==> config.mk <==
export PLATFORM = sky130hd
export DESIGN_NAME = charger_i2c_register_bank
export DESIGN_NICKNAME = d
export VERILOG_FILES = /design/src/charger_i2c_pkg.sv /design/src/i2c_bus_events.sv /design/src/status_pin_driver.sv /design/src/charger_i2c_register_bank.sv
export SDC_FILE = /design/constraint.sdc
export NUM_CORES = 1
export LEC_CHECK = 0
export ABC_AREA = 1
export BUFFER_PORTS_ARGS = -buffer_cell sky130_fd_sc_hd__buf_2
export CORE_ASPECT_RATIO = 0.8
export CORE_UTILIZATION = 48
export DETAILED_ROUTE_END_ITERATION = 10
export PLACE_DENSITY = 0.66
export SLEW_MARGIN = 15
export SYNTH_ARGS = -nofsm -noshare
export SYNTH_HDL_FRONTEND = slang
export SYNTH_SLANG_ARGS = --single-unit
==> constraint.sdc <==
create_clock -name CLK_SYS_IN -period 2.9 [get_ports CLK_SYS_IN]
set_input_delay 0.29 -clock CLK_SYS_IN [delete_from_list [all_inputs] [get_ports CLK_SYS_IN]]
set_output_delay 0.29 -clock CLK_SYS_IN [all_outputs]
set_load 0.05 [all_outputs]
==> src/charger_i2c_pkg.sv <==
package charger_i2c_pkg;

  typedef logic [7:0] byte_type;

  // Seven-bit target address; with a zero direction bit it forms D6H.
  localparam logic [6:0] TARGET_ADDR = 7'h6B;

  // Register indices.
  localparam byte_type IDX_CHARGER_CONTROL_STATUS = 8'h00;
  localparam byte_type IDX_CHARGER_CONTROL_SECOND = 8'h01;
  localparam byte_type IDX_OUTPUT_VOLTAGE_SETTING = 8'h02;
  localparam byte_type IDX_PART_INFORMATION = 8'h03;
  localparam byte_type IDX_BATTERY_CURRENT_SETTING = 8'h04;
  localparam byte_type IDX_INPUT_VOLTAGE_CONTROL = 8'h05;
  localparam byte_type IDX_SAFETY_LIMITS = 8'h06;
  localparam byte_type IDX_POST_CHARGE_CONTROL = 8'h07;
  localparam byte_type IDX_LIVE_MONITOR_FIRST = 8'h10;
  localparam byte_type IDX_LIVE_MONITOR_SECOND = 8'h11;
  localparam byte_type IDX_THERMISTOR_CONTROL = 8'h12;
  localparam byte_type IDX_WATCHDOG_CONTROL = 8'h13;

  // Plain read/write registers, stored as one array in this order.
  localparam int NUM_RW = 8;
  localparam byte_type RW_INDEX [NUM_RW] = '{
    IDX_CHARGER_CONTROL_SECOND, IDX_OUTPUT_VOLTAGE_SETTING, IDX_BATTERY_CURRENT_SETTING,
    IDX_INPUT_VOLTAGE_CONTROL, IDX_SAFETY_LIMITS, IDX_POST_CHARGE_CONTROL,
    IDX_THERMISTOR_CONTROL, IDX_WATCHDOG_CONTROL
  };

  // Values after reset.
  localparam byte_type CONTROL_STATUS_RESET = 8'h40;
  localparam byte_type RW_RESET = 8'h00;

  // Field positions of the first control and status register.
  localparam int TIMER_RESTART_BIT = 7;
  localparam int STAT_ENABLE_BIT = 6;
  localparam logic STAT_ENABLE_RESET = CONTROL_STATUS_RESET[STAT_ENABLE_BIT];

  // Bit counter of the serial shifter.
  localparam logic [3:0] BITS_PER_BYTE = 4'h8;
  localparam logic [3:0] LAST_TX_BIT = 4'h7;

  // Length of the status pin's low pulse that announces a fault.
  localparam int CLK_PERIOD_PS = 25000;
  localparam int STAT_PULSE_TIME_NS = 1000;
  localparam int STAT_PULSE_CYCLES = (STAT_PULSE_TIME_NS * 1000 + CLK_PERIOD_PS - 1) / CLK_PERIOD_PS;
  localparam logic [7:0] STAT_PULSE_COUNT = 8'(STAT_PULSE_CYCLES);

  // Serial target states, Gray coded along the usual path.
  typedef enum logic [2:0] {
    ST_IDLE = 3'b000,
    ST_ADDR = 3'b001,
    ST_ADDR_ACK = 3'b011,
    ST_WR_BYTE = 3'b010,
    ST_WR_ACK = 3'b110,
    ST_RD_BYTE = 3'b111,
    ST_RD_ACK = 3'b101
  } i2c_state_type;

endpackage

==> src/i2c_bus_events.sv <==
`timescale 1ns/1ps
module i2c_bus_events
  import charger_i2c_pkg::*;
(
  // Clock and reset.
  input wire logic clk_in,
  input wire logic arst_n_in,
  // Bus lines as seen at the pins.
  input wire logic scl_in,
  input wire logic sda_in,
  // One-cycle events.
  output logic scl_rise_out,
  output logic scl_fall_out,
  output logic start_out,
  output logic stop_out
);

  logic scl_q;
  logic sda_q;

  always_ff @(posedge clk_in or negedge arst_n_in) begin
    if (!arst_n_in) begin
      scl_q <= 1'b1;
      sda_q <= 1'b1;
    end else begin
      scl_q <= scl_in;
      sda_q <= sda_in;
    end
  end

  // A data change while the clock stays high marks a start or a stop.
  assign scl_rise_out = !scl_q && scl_in;
  assign scl_fall_out = scl_q && !scl_in;
  assign start_out = scl_q && scl_in && sda_q && !sda_in;
  assign stop_out = scl_q && scl_in && !sda_q && sda_in;

endmodule

==> src/status_pin_driver.sv <==
`timescale 1ns/1ps
module status_pin_driver
  import charger_i2c_pkg::*;
(
  // Clock and reset.
  input wire logic clk_in,
  input wire logic arst_n_in,
  // Control and charger state.
  input wire logic stat_enable_in,
  input wire logic charging_in,
  input wire logic fault_event_in,
  // Status pin, active low.
  output logic stat_n_out
);

  logic [7:0] pulse_cnt_q;

  always_ff @(posedge clk_in or negedge arst_n_in) begin
    if (!arst_n_in) begin
      pulse_cnt_q <= 8'h00;
    end else if (fault_event_in) begin
      pulse_cnt_q <= STAT_PULSE_COUNT;
    end else if (pulse_cnt_q != 8'h00) begin
      pulse_cnt_q <= pulse_cnt_q - 8'h01;
    end
  end

  // Faults always pulse the pin; charging pulls it low only when enabled.
  always_ff @(posedge clk_in or negedge arst_n_in) begin
    if (!arst_n_in) begin
      stat_n_out <= 1'b1;
    end else if (fault_event_in || pulse_cnt_q > 8'h01) begin
      stat_n_out <= 1'b0;
    end else begin
      stat_n_out <= !(stat_enable_in && charging_in);
    end
  end

endmodule

==> src/charger_i2c_register_bank.sv <==
`timescale 1ns/1ps
module charger_i2c_register_bank
  import charger_i2c_pkg::*;
(
  // Clock and reset.
  input wire logic CLK_SYS_IN,
  input wire logic ARST_N_IN,

  // Serial bus; the data line is open drain.
  input wire logic SCL_IN,
  input wire logic SDA_IN,
  output logic SDA_OUT,
  output logic SDA_OE_OUT,

  // Charger status; state, boost and fault fields feed the first register, charging and the fault event drive the status pin.
  input wire logic [1:0] CHARGE_STATE_IN,
  input wire logic BOOST_ACTIVE_IN,
  input wire logic [2:0] CHARGER_FAULT_IN,
  input wire logic [2:0] BOOST_FAULT_IN,
  input wire logic CHARGING_IN,
  input wire logic FAULT_EVENT_IN,

  // Read-only register contents from the analog side.
  input wire logic [7:0] PART_INFORMATION_IN,
  input wire logic [7:0] LIVE_MONITOR_FIRST_IN,
  input wire logic [7:0] LIVE_MONITOR_SECOND_IN,

  // Control outputs.
  output logic SAFETY_TIMER_RESTART_OUT,
  output logic STAT_ENABLE_OUT,
  output logic STAT_N_OUT,

  // Read/write register contents.
  output logic [7:0] CHARGER_CONTROL_SECOND_OUT,
  output logic [7:0] OUTPUT_VOLTAGE_SETTING_OUT,
  output logic [7:0] BATTERY_CURRENT_SETTING_OUT,
  output logic [7:0] INPUT_VOLTAGE_CONTROL_OUT,
  output logic [7:0] SAFETY_LIMITS_OUT,
  output logic [7:0] POST_CHARGE_CONTROL_OUT,
  output logic [7:0] THERMISTOR_CONTROL_OUT,
  output logic [7:0] WATCHDOG_CONTROL_OUT
);

  logic scl_rise;
  logic scl_fall;
  logic start_evt;
  logic stop_evt;

  i2c_state_type state_q;
  logic [7:0] shift_q;
  logic [7:0] tx_q;
  logic [3:0] bit_cnt_q;
  logic [7:0] ptr_q;
  logic first_byte_q;
  logic read_q;
  logic sda_oe_q;

  logic stat_enable_q;
  logic restart_q;
  logic [7:0] rw_regs_q [NUM_RW];

  logic wr_en;
  logic [7:0] rd_data;
  logic [2:0] fault_code;
  logic [7:0] status_byte;
  logic [NUM_RW-1:0] rw_hit;
  logic bit_in;
  logic addr_done;
  logic addr_hit;
  logic ack_end;
  logic wr_done;
  logic wr_ack_end;
  logic rd_done;
  logic rd_shift;
  logic rd_next;
  logic rd_nack;
  logic load_tx;

  i2c_bus_events u_bus_events (
    .clk_in(CLK_SYS_IN),
    .arst_n_in(ARST_N_IN),
    .scl_in(SCL_IN),
    .sda_in(SDA_IN),
    .scl_rise_out(scl_rise),
    .scl_fall_out(scl_fall),
    .start_out(start_evt),
    .stop_out(stop_evt)
  );

  status_pin_driver u_status_pin (
    .clk_in(CLK_SYS_IN),
    .arst_n_in(ARST_N_IN),
    .stat_enable_in(stat_enable_q),
    .charging_in(CHARGING_IN),
    .fault_event_in(FAULT_EVENT_IN),
    .stat_n_out(STAT_N_OUT)
  );

  // The line is only ever pulled low; released, it floats high.
  assign SDA_OUT = 1'b0;
  assign SDA_OE_OUT = sda_oe_q;

  // Bus strobes. A start or a stop never falls on a bus clock edge, so they need no gating.
  assign bit_in = scl_rise && (state_q == ST_ADDR || state_q == ST_WR_BYTE);
  assign addr_done = (state_q == ST_ADDR) && scl_fall && (bit_cnt_q == BITS_PER_BYTE);
  assign addr_hit = addr_done && (shift_q[7:1] == TARGET_ADDR);
  assign ack_end = (state_q == ST_ADDR_ACK) && scl_fall;
  assign wr_done = (state_q == ST_WR_BYTE) && scl_fall && (bit_cnt_q == BITS_PER_BYTE);
  assign wr_ack_end = (state_q == ST_WR_ACK) && scl_fall;
  assign rd_done = (state_q == ST_RD_BYTE) && scl_fall && (bit_cnt_q == LAST_TX_BIT);
  assign rd_shift = (state_q == ST_RD_BYTE) && scl_fall && (bit_cnt_q != LAST_TX_BIT);
  assign rd_next = (state_q == ST_RD_ACK) && scl_fall;
  assign rd_nack = (state_q == ST_RD_ACK) && scl_rise && SDA_IN;
  assign load_tx = (ack_end && read_q) || rd_next;

  // The first byte after the address sets the pointer; later bytes are stored.
  assign wr_en = wr_done && !first_byte_q;

  // Boost operation switches the fault field to the boost coding.
  assign fault_code = BOOST_ACTIVE_IN ? BOOST_FAULT_IN : CHARGER_FAULT_IN;

  // The timer restart bit always reads as zero.
  assign status_byte = {1'b0, stat_enable_q, CHARGE_STATE_IN, BOOST_ACTIVE_IN, fault_code};

  // Read multiplexer; unlisted indices read zero.
  always_comb begin
    rd_data = 8'h00;
    case (ptr_q)
      IDX_CHARGER_CONTROL_STATUS: begin
        rd_data = status_byte;
      end
      IDX_PART_INFORMATION: begin
        rd_data = PART_INFORMATION_IN;
      end
      IDX_LIVE_MONITOR_FIRST: begin
        rd_data = LIVE_MONITOR_FIRST_IN;
      end
      IDX_LIVE_MONITOR_SECOND: begin
        rd_data = LIVE_MONITOR_SECOND_IN;
      end
      default: begin
        for (int i = 0; i < NUM_RW; i++) begin
          if (ptr_q == RW_INDEX[i]) begin
            rd_data = rw_regs_q[i];
          end
        end
      end
    endcase
  end

  // Transfer state; a start or a stop aborts whatever is in flight.
  always_ff @(posedge CLK_SYS_IN or negedge ARST_N_IN) begin
    if (!ARST_N_IN) begin
      state_q <= ST_IDLE;
    end else if (stop_evt) begin
      state_q <= ST_IDLE;
    end else if (start_evt) begin
      state_q <= ST_ADDR;
    end else begin
      case (state_q)
        ST_IDLE: begin
          state_q <= ST_IDLE;
        end
        ST_ADDR: begin
          if (addr_hit) begin
            state_q <= ST_ADDR_ACK;
          end else if (addr_done) begin
            state_q <= ST_IDLE;
          end
        end
        ST_ADDR_ACK: begin
          if (ack_end) begin
            state_q <= read_q ? ST_RD_BYTE : ST_WR_BYTE;
          end
        end
        ST_WR_BYTE: begin
          if (wr_done) begin
            state_q <= ST_WR_ACK;
          end
        end
        ST_WR_ACK: begin
          if (wr_ack_end) begin
            state_q <= ST_WR_BYTE;
          end
        end
        ST_RD_BYTE: begin
          if (rd_done) begin
            state_q <= ST_RD_ACK;
          end
        end
        ST_RD_ACK: begin
          if (rd_nack) begin
            state_q <= ST_IDLE;
          end else if (rd_next) begin
            state_q <= ST_RD_BYTE;
          end
        end
        default: begin
          state_q <= ST_IDLE;
        end
      endcase
    end
  end

  // Receive shifter for address, index and data bytes.
  always_ff @(posedge CLK_SYS_IN or negedge ARST_N_IN) begin
    if (!ARST_N_IN) begin
      shift_q <= 8'h00;
    end else if (bit_in) begin
      shift_q <= {shift_q[6:0], SDA_IN};
    end
  end

  // Bit counter; it holds at a data byte's end until the acknowledge slot is over.
  always_ff @(posedge CLK_SYS_IN or negedge ARST_N_IN) begin
    if (!ARST_N_IN) begin
      bit_cnt_q <= 4'h0;
    end else if (start_evt || addr_done || ack_end || wr_ack_end || rd_next) begin
      bit_cnt_q <= 4'h0;
    end else if (bit_in || rd_shift) begin
      bit_cnt_q <= bit_cnt_q + 4'h1;
    end
  end

  // Transmit shifter; status inputs are taken live when a byte is loaded.
  always_ff @(posedge CLK_SYS_IN or negedge ARST_N_IN) begin
    if (!ARST_N_IN) begin
      tx_q <= 8'h00;
    end else if (load_tx) begin
      tx_q <= rd_data;
    end else if (rd_shift) begin
      tx_q <= {tx_q[6:0], 1'b0};
    end
  end

  always_ff @(posedge CLK_SYS_IN or negedge ARST_N_IN) begin
    if (!ARST_N_IN) begin
      read_q <= 1'b0;
    end else if (addr_hit) begin
      read_q <= shift_q[0];
    end
  end

  // The byte after a write address is the index, not data.
  always_ff @(posedge CLK_SYS_IN or negedge ARST_N_IN) begin
    if (!ARST_N_IN) begin
      first_byte_q <= 1'b0;
    end else if (ack_end && !read_q) begin
      first_byte_q <= 1'b1;
    end else if (wr_done) begin
      first_byte_q <= 1'b0;
    end
  end

  // Register pointer; it keeps its value between transactions.
  always_ff @(posedge CLK_SYS_IN or negedge ARST_N_IN) begin
    if (!ARST_N_IN) begin
      ptr_q <= 8'h00;
    end else if (wr_done && first_byte_q) begin
      ptr_q <= shift_q;
    end else if (wr_done || rd_done) begin
      ptr_q <= ptr_q + 8'h01;
    end
  end

  // Data line driver for acknowledge slots and read bits; it changes only while the bus clock is low.
  always_ff @(posedge CLK_SYS_IN or negedge ARST_N_IN) begin
    if (!ARST_N_IN) begin
      sda_oe_q <= 1'b0;
    end else if (stop_evt || start_evt) begin
      sda_oe_q <= 1'b0;
    end else if (addr_hit || wr_done) begin
      sda_oe_q <= 1'b1;
    end else if (load_tx) begin
      sda_oe_q <= !rd_data[7];
    end else if (rd_shift) begin
      sda_oe_q <= !tx_q[6];
    end else if (ack_end || wr_ack_end || rd_done || state_q == ST_IDLE) begin
      sda_oe_q <= 1'b0;
    end
  end

  // First control register: only the enable bit is stored.
  always_ff @(posedge CLK_SYS_IN or negedge ARST_N_IN) begin
    if (!ARST_N_IN) begin
      stat_enable_q <= STAT_ENABLE_RESET;
    end else if (wr_en && ptr_q == IDX_CHARGER_CONTROL_STATUS) begin
      stat_enable_q <= shift_q[STAT_ENABLE_BIT];
    end
  end

  // One-cycle restart request for the safety timer.
  always_ff @(posedge CLK_SYS_IN or negedge ARST_N_IN) begin
    if (!ARST_N_IN) begin
      restart_q <= 1'b0;
    end else begin
      restart_q <= wr_en && ptr_q == IDX_CHARGER_CONTROL_STATUS && shift_q[TIMER_RESTART_BIT];
    end
  end

  // Plain read/write registers; other indices, apart from the first control register, ignore writes.
  genvar g;
  generate
    for (g = 0; g < NUM_RW; g++) begin : g_rw
      assign rw_hit[g] = wr_en && (ptr_q == RW_INDEX[g]);
      always_ff @(posedge CLK_SYS_IN or negedge ARST_N_IN) begin
        if (!ARST_N_IN) begin
          rw_regs_q[g] <= RW_RESET;
        end else if (rw_hit[g]) begin
          rw_regs_q[g] <= shift_q;
        end
      end
    end
  endgenerate

  assign SAFETY_TIMER_RESTART_OUT = restart_q;
  assign STAT_ENABLE_OUT = stat_enable_q;
  assign CHARGER_CONTROL_SECOND_OUT = rw_regs_q[0];
  assign OUTPUT_VOLTAGE_SETTING_OUT = rw_regs_q[1];
  assign BATTERY_CURRENT_SETTING_OUT = rw_regs_q[2];
  assign INPUT_VOLTAGE_CONTROL_OUT = rw_regs_q[3];
  assign SAFETY_LIMITS_OUT = rw_regs_q[4];
  assign POST_CHARGE_CONTROL_OUT = rw_regs_q[5];
  assign THERMISTOR_CONTROL_OUT = rw_regs_q[6];
  assign WATCHDOG_CONTROL_OUT = rw_regs_q[7];

endmodule

== Word level (Yosys, flattened, before mapping) ==
Index checks and enable logic that the tools add are counted.
Storage, ports and cells
  register bits after elaboration: 110
  bits of input ports: 39
  output and inout bits: 69
Operators by class
  $add $sub $neg: 3
  order comparisons: 1
  equality and inequality tests: 27
  multiplexer cells: 38
  reductions and logical operators: 69
Operators by type and width (count)
  two-way mux 8 bit: 12
  logical AND 1 bit: 36
  two-way mux 3 bit: 12
  equality test 8 x 3 -> 1 bit, second input constant: 4
  equality test 8 x 5 -> 1 bit, second input constant: 4
  one-hot mux 8 bit (4 select lines): 1
  one-hot mux 3 bit (6 select lines): 1
  equality test 8 x 2 -> 1 bit, second input constant: 2
  != test 4 bit, second input constant: 4
  logical OR 1 bit: 14
  two-way mux 7 bit: 2
  != test 5 bit, second input constant: 2
  nonzero test 2 bit: 5
  equality test 3 bit, second input constant: 3
  zero test 1 bit: 9
  adder 8 x 1 -> 8 bit, second input constant: 1
  equality test 8 x 1 -> 1 bit, second input constant: 1
  greater-than comparator 8 x 1 -> 1 bit, second input constant: 1
  zero test 8 bit: 1
  two-way mux 1 bit: 8
  two-way mux 4 bit: 2
  nonzero test 8 bit: 1
  subtractor 8 x 1 -> 8 bit, second input constant: 1
  equality test 7 bit, second input constant: 1
  9 further kinds: 10

== Logic depth before layout (Yosys ltp) ==
  depth in word-level cells: 14
  gate-level depth with buffers: 16
  gate-level depth less buffers: 16

== Modules after synthesis ==
Synthesis repeated with hierarchy kept, for this count alone.
Unflattened totals
  cell total of the unflattened synthesis: 769
  area, all modules: 5864.4 um^2
Modules (own cells, without submodules)
  charger_i2c_register_bank: times used 1, cells an instance 684, area an instance 5195.0 um^2
  status_pin_driver: times used 1, cells an instance 72, area an instance 575.6 um^2
  i2c_bus_events: times used 1, cells an instance 13, area an instance 93.8 um^2

== Least setup slack after synthesis ==
Ideal clock, no wire load.
  path kind: reg2reg
  start point: register ptr_q[0]
  end point: register tx_q[5]
  arrival: 1713 ps
  setup slack: 1070 ps
  stages on the path, launching flop included: 14
  cells stage by stage: dfrtp_1 -> inv_1 -> ha_1 -> inv_1 -> nor3_4 -> inv_2 -> buf_6 -> or2_0 -> nand3_1 -> nand3_1 -> nand2_1 -> nand2_1 -> nand2_1 -> nand2_1
On the way
  word-level cells in the longest chain between the ends: 11
  elaborated cells on any way between the ends: 22
  those cells by class: 11 x eq/ne; 10 x mux; 1 x reduce/logical
Ends and longest elaborated chain
  start, declared: line charger_i2c_register_bank.sv:53  | logic [7:0] ptr_q;
  start signal, assigned: line charger_i2c_register_bank.sv:260  | ptr_q <= shift_q;
  start signal, assigned: line charger_i2c_register_bank.sv:262  | ptr_q <= ptr_q + 8'h01;
  equality test 8 x 1 -> 1 bit: line charger_i2c_register_bank.sv:143  | if (ptr_q == RW_INDEX[i]) begin
  two-way mux 8 bit (8 in a row): line charger_i2c_register_bank.sv:143
  one-hot mux 8 bit (4 select lines) *: line charger_i2c_register_bank.sv:128  | case (ptr_q)
  two-way mux 7 bit *: line charger_i2c_register_bank.sv:229  | end else if (load_tx) begin
  end signal, assigned: line charger_i2c_register_bank.sv:230  | tx_q <= rd_data;
  end signal, assigned: line charger_i2c_register_bank.sv:232  | tx_q <= {tx_q[6:0], 1'b0};
  end, declared: line charger_i2c_register_bank.sv:51  | logic [7:0] tx_q;
Mark *: on every way between the ends. The rest lies on a longest branch, timed or not.
A chain may end at the register's enable or synchronous reset.

== Worst setup path in the final report ==
  start point: register ptr_q[1]
  end point: register tx_q[5]
The elaborated chain is that of the path after synthesis.

==> impl_metrics.yaml <==
run_status:
  status: "finished, final reports clean"
timing:
  tns_ps: 0
  finalCritPeriodShare_pct: 72.69
  worst_slew_pin_slew_ps: 744.0
  fin_crit_ps: 2108
  rsz0062_at_grt: "no"
  relSlewSlack_pct: 50.13
  drv_slew: 0
  setup_ws_ps: 791.9
  fmax_ghz: 0.4744
  finClkSkew_ps: 5.552
  setup_viol: 0
  hold_viol_final: 0
global_routing:
  grt_pass1_wl_um: 25590
  overflow: 0
  grt_pass1_vias: 4845
  grt_max_degree: 68
  grt_usage_pct: 25.91
  antenna_found_initial: 0
critical_path:
  crit_slowest_cell: "nor3_2"
  reg2reg_slack_ps: 790
  crit_required_ps: 3140
  crit_path_frequent_cell: "nand2_1"
  path_max_fanout: 11
  cp-start-kind: "register"
  endpoint_kind: "register"
  crit_chain: "ha_1 -> inv_1 -> nor3_2 -> inv_2 -> nand3_1 -> nand3_1 -> nand2_1 -> nand2_1 -> nand2_1 -> nand2_1"
  crit_type: "reg -> reg"
  critPathArrivalTime_ps: 2350
  critical-path-max-stage-delay_ps: 630
place:
  dp_cells: 990
  dpl.hpwl_um: 11800
  place_congestion: 0.9029
  io_buffers: 106
  dp_slack_ps: 826.7
cts:
  cts_tree: "yes"
  cts.sinks: 110
  htreeDepth: 3
  clockRootBuffer: "clkbuf_16"
  ctsResizeCount: 0
  max-clock-path-buffers: 2
  path_clk_slew_ps: 70
  cts_inserted_buffers: 9
  postCtsSetupRepairBufs: 0
  clock_latency_ps: 350
yosys:
  synth.area.top_cells: "dfrtp_1 45%, nand2_1 15%, o21ai_1 5.2%"
  synth_xor_area_share_pct: 0.2948
  ys_seq_area_share_pct: 46.41
  syn_nets: 801
  synth_compound_area_share_pct: 13.16
  synth.mux.area_fraction_pct: 0.3369
  synth_fa_ha_area_share_pct: 1.685
  synth_top_family_by_area: "simple AND/OR/NAND/NOR gates"
  synthSimpleGateAreaFrac_pct: 30.87
  yosysTopAreaCellShare_pct: 44.64
  synth_edf_count: 0
  syn-cell-area_mm2: 0.005942
  synth-async-reset-ratio_pct: 100.0
  synth.distinct_cells: 45
  synth_top_area_cell: "dfrtp_1"
  avgSynthCellArea_um2: 7.881
  ys_ff_latch: 110
  syn_inst: 754
  ys_warn_count: 0
  synth_ff_type: "dfrtp_1"
layout:
  final_layout_size_suffix_gt1_share_pct: 20.37
  fillers: 1079
  syn2layout_area_growth_pct: 14.87
  diodes: 0
  final-instance-count-excl-fill: 1007
  fin_util_pct: 57.94
  layout.nets: 901
worst_hold_path:
  min_path_type: "in -> reg"
drt:
  wl_per_cell_um: 16.02
  drtAntennaViolNets: 0
  dr_total_vias: 5476
  viasPerCell: 5.438
  firstDrtPassIters: 5
  drc: 0
  wirelength_um: 16130
  drt_iter0_drc: 391
power_and_ir_drop:
  vdd_drop_max_mv: 0.3678
  p_sw_uw: 821.5
  p_leak_nw: 3.523
  swShare_pct: 26.35
  p_per_area_mw_per_mm2: 456.8
  finalPower_mw: 3.117
  seqPwrFrac_pct: 52.0
  pwr-share-comb_pct: 9.2
  intPower_mw: 2.296
  p_clk_share_pct: 38.7
floorplanning:
  core-area_mm2: 0.01178
  fp.dieW_um: 126.4
  ios: 108
  initial_core_util_pct: 50.44
  row_count: 35
  dieArea_mm2: 0.01283
  die_height_um: 101.5
run:
  max_cap_viol_count: 0
[layout by cell type, fill, tap and decap left out, types with 5 or more instances in the layout]
cell       count
o21ai_1       62
a22o_1         7
nor2_1        63
o21ai_0       31
nor2_2         6
inv_2         10
o21ai_2        5
buf_2        105
dfrtp_1      106
inv_1         61
nand2_4        9
a31oi_1        5
nand3_1       42
nand2_1      230
nor2_4         8
ha_1           8
nor3_1        15
nand4_1       11
clkbuf_16      9
a21oi_1       18
[final cells by class]
cell class              count  area, um^2  area share [%]
inverters                  71       266.5           3.905
clock inverters             4       31.28          0.4583
repair buffers            109       570.5           8.359
clock buffers              12       256.5           3.758
well taps                 148       185.2           2.713
flip-flops and latches    110        2758           40.40
multi-input cells         553        2758           40.40
[synthesized netlist by cell type, types with 2 or more instances]
cell type and number:
nor2_1 63, or2_2 2, nand3_1 42, ha_1 8, inv_2 10, a22o_1 7, nand4_1 11, nor3_1 15
nor2_2 6, nand2_1 230, inv_1 61, o221ai_1 2, buf_2 2, dfrtp_1 106, nor2_8 2, a31oi_1 5
a21oi_1 18, o21ai_2 5, buf_4 2, nand2_4 9, nor2_4 8, nand2_2 2, buf_6 10, xor2_1 2
dfstp_2 4, o21ai_0 31, nor4_1 3, or2_0 4, o21ai_1 62, mux2i_1 2, clkbuf_1 6
[worst max-delay path, delay by kind of cell (launching register included)]
family | cells | cell delay [ps]
fa+ha+maj | 1 | 250
buf+inv | 2 | 260
flops | 1 | 410
simple gates | 7 | 1070
[routing by layer]
metal | part of all wire [%] | up-vias | GRT usage [%]
met2 | 46 | 203 | 41.18
met5 | 0 | - | 0
met4 | 0.88 | 0 | 5.746
met1 | 46 | 2588 | 37.67
met3 | 6.2 | 15 | 3.909
li1 | - | 2670 | -
[cells by family after synthesis]
kind of cell	Yosys count
AOI/OAI and AO/OA	139
adders and majority gates	8
buffers and inverters	91
DFF	110
xor gates and xnor gates	2
other	1
and+or+nand+nor	401
muxes	2
[through the flow]
step	cell area, um^2	hold WS, ps
global placement	6528	321.3
detailed placement	6528	321.4
CTS	6825	53.74
floorplan	5942	-5.591
global route	6825	55.94
finish	6825	63.34
[worst paths after layout]
kind | to | start | cells after the start
hold reg to reg | shift_q[1] | shift_q[1] | 2
setup / recovery | tx_q[5] | ptr_q[1] | 10
min in group asynchronous | INPUT_VOLTAGE_CONTROL_OUT[4] | ARST_N_IN | 2
max in group asynchronous | u_status_pin.stat_n_out | ARST_N_IN | 3
hold / removal | u_bus_events.sda_q | SDA_IN | 1
setup reg to reg | tx_q[5] | ptr_q[1] | 10
[what timing repair did]
item | CTS | global route
hold buffers | 1 | 0
endpoints found under the setup margin | 0 | 0
endpoints found under the hold margin | 43 | 0
[state kept, by name, indices dropped and copies added (netlist names), 3 cells and up]
register and cells:
SAFETY_LIMITS_OUT 8, tx_q 7, ptr_q 8, u_status_pin.pulse_cnt_q 8
state_q 3, WATCHDOG_CONTROL_OUT 8, CHARGER_CONTROL_SECOND_OUT 8, INPUT_VOLTAGE_CONTROL_OUT 8
OUTPUT_VOLTAGE_SETTING_OUT 8, shift_q 8, POST_CHARGE_CONTROL_OUT 8, bit_cnt_q 4
THERMISTOR_CONTROL_OUT 8, BATTERY_CURRENT_SETTING_OUT 8
[power by group through the flow]
| stage | Clock (mW) | Combinational [mW] | Sequential, mW |
|---|---|---|---|
| global placement | 0 | 0.281 | 1.65 |
| finish | 1.21 | 0.288 | 1.62 |
| global route | 1.29 | 0.322 | 1.63 |
| detailed placement | 0 | 0.288 | 1.65 |
| CTS | 1.23 | 0.289 | 1.62 |
| floorplan | 0 | 0.161 | 1.64 |
Note: power is estimated with default switching activity, not from simulation.
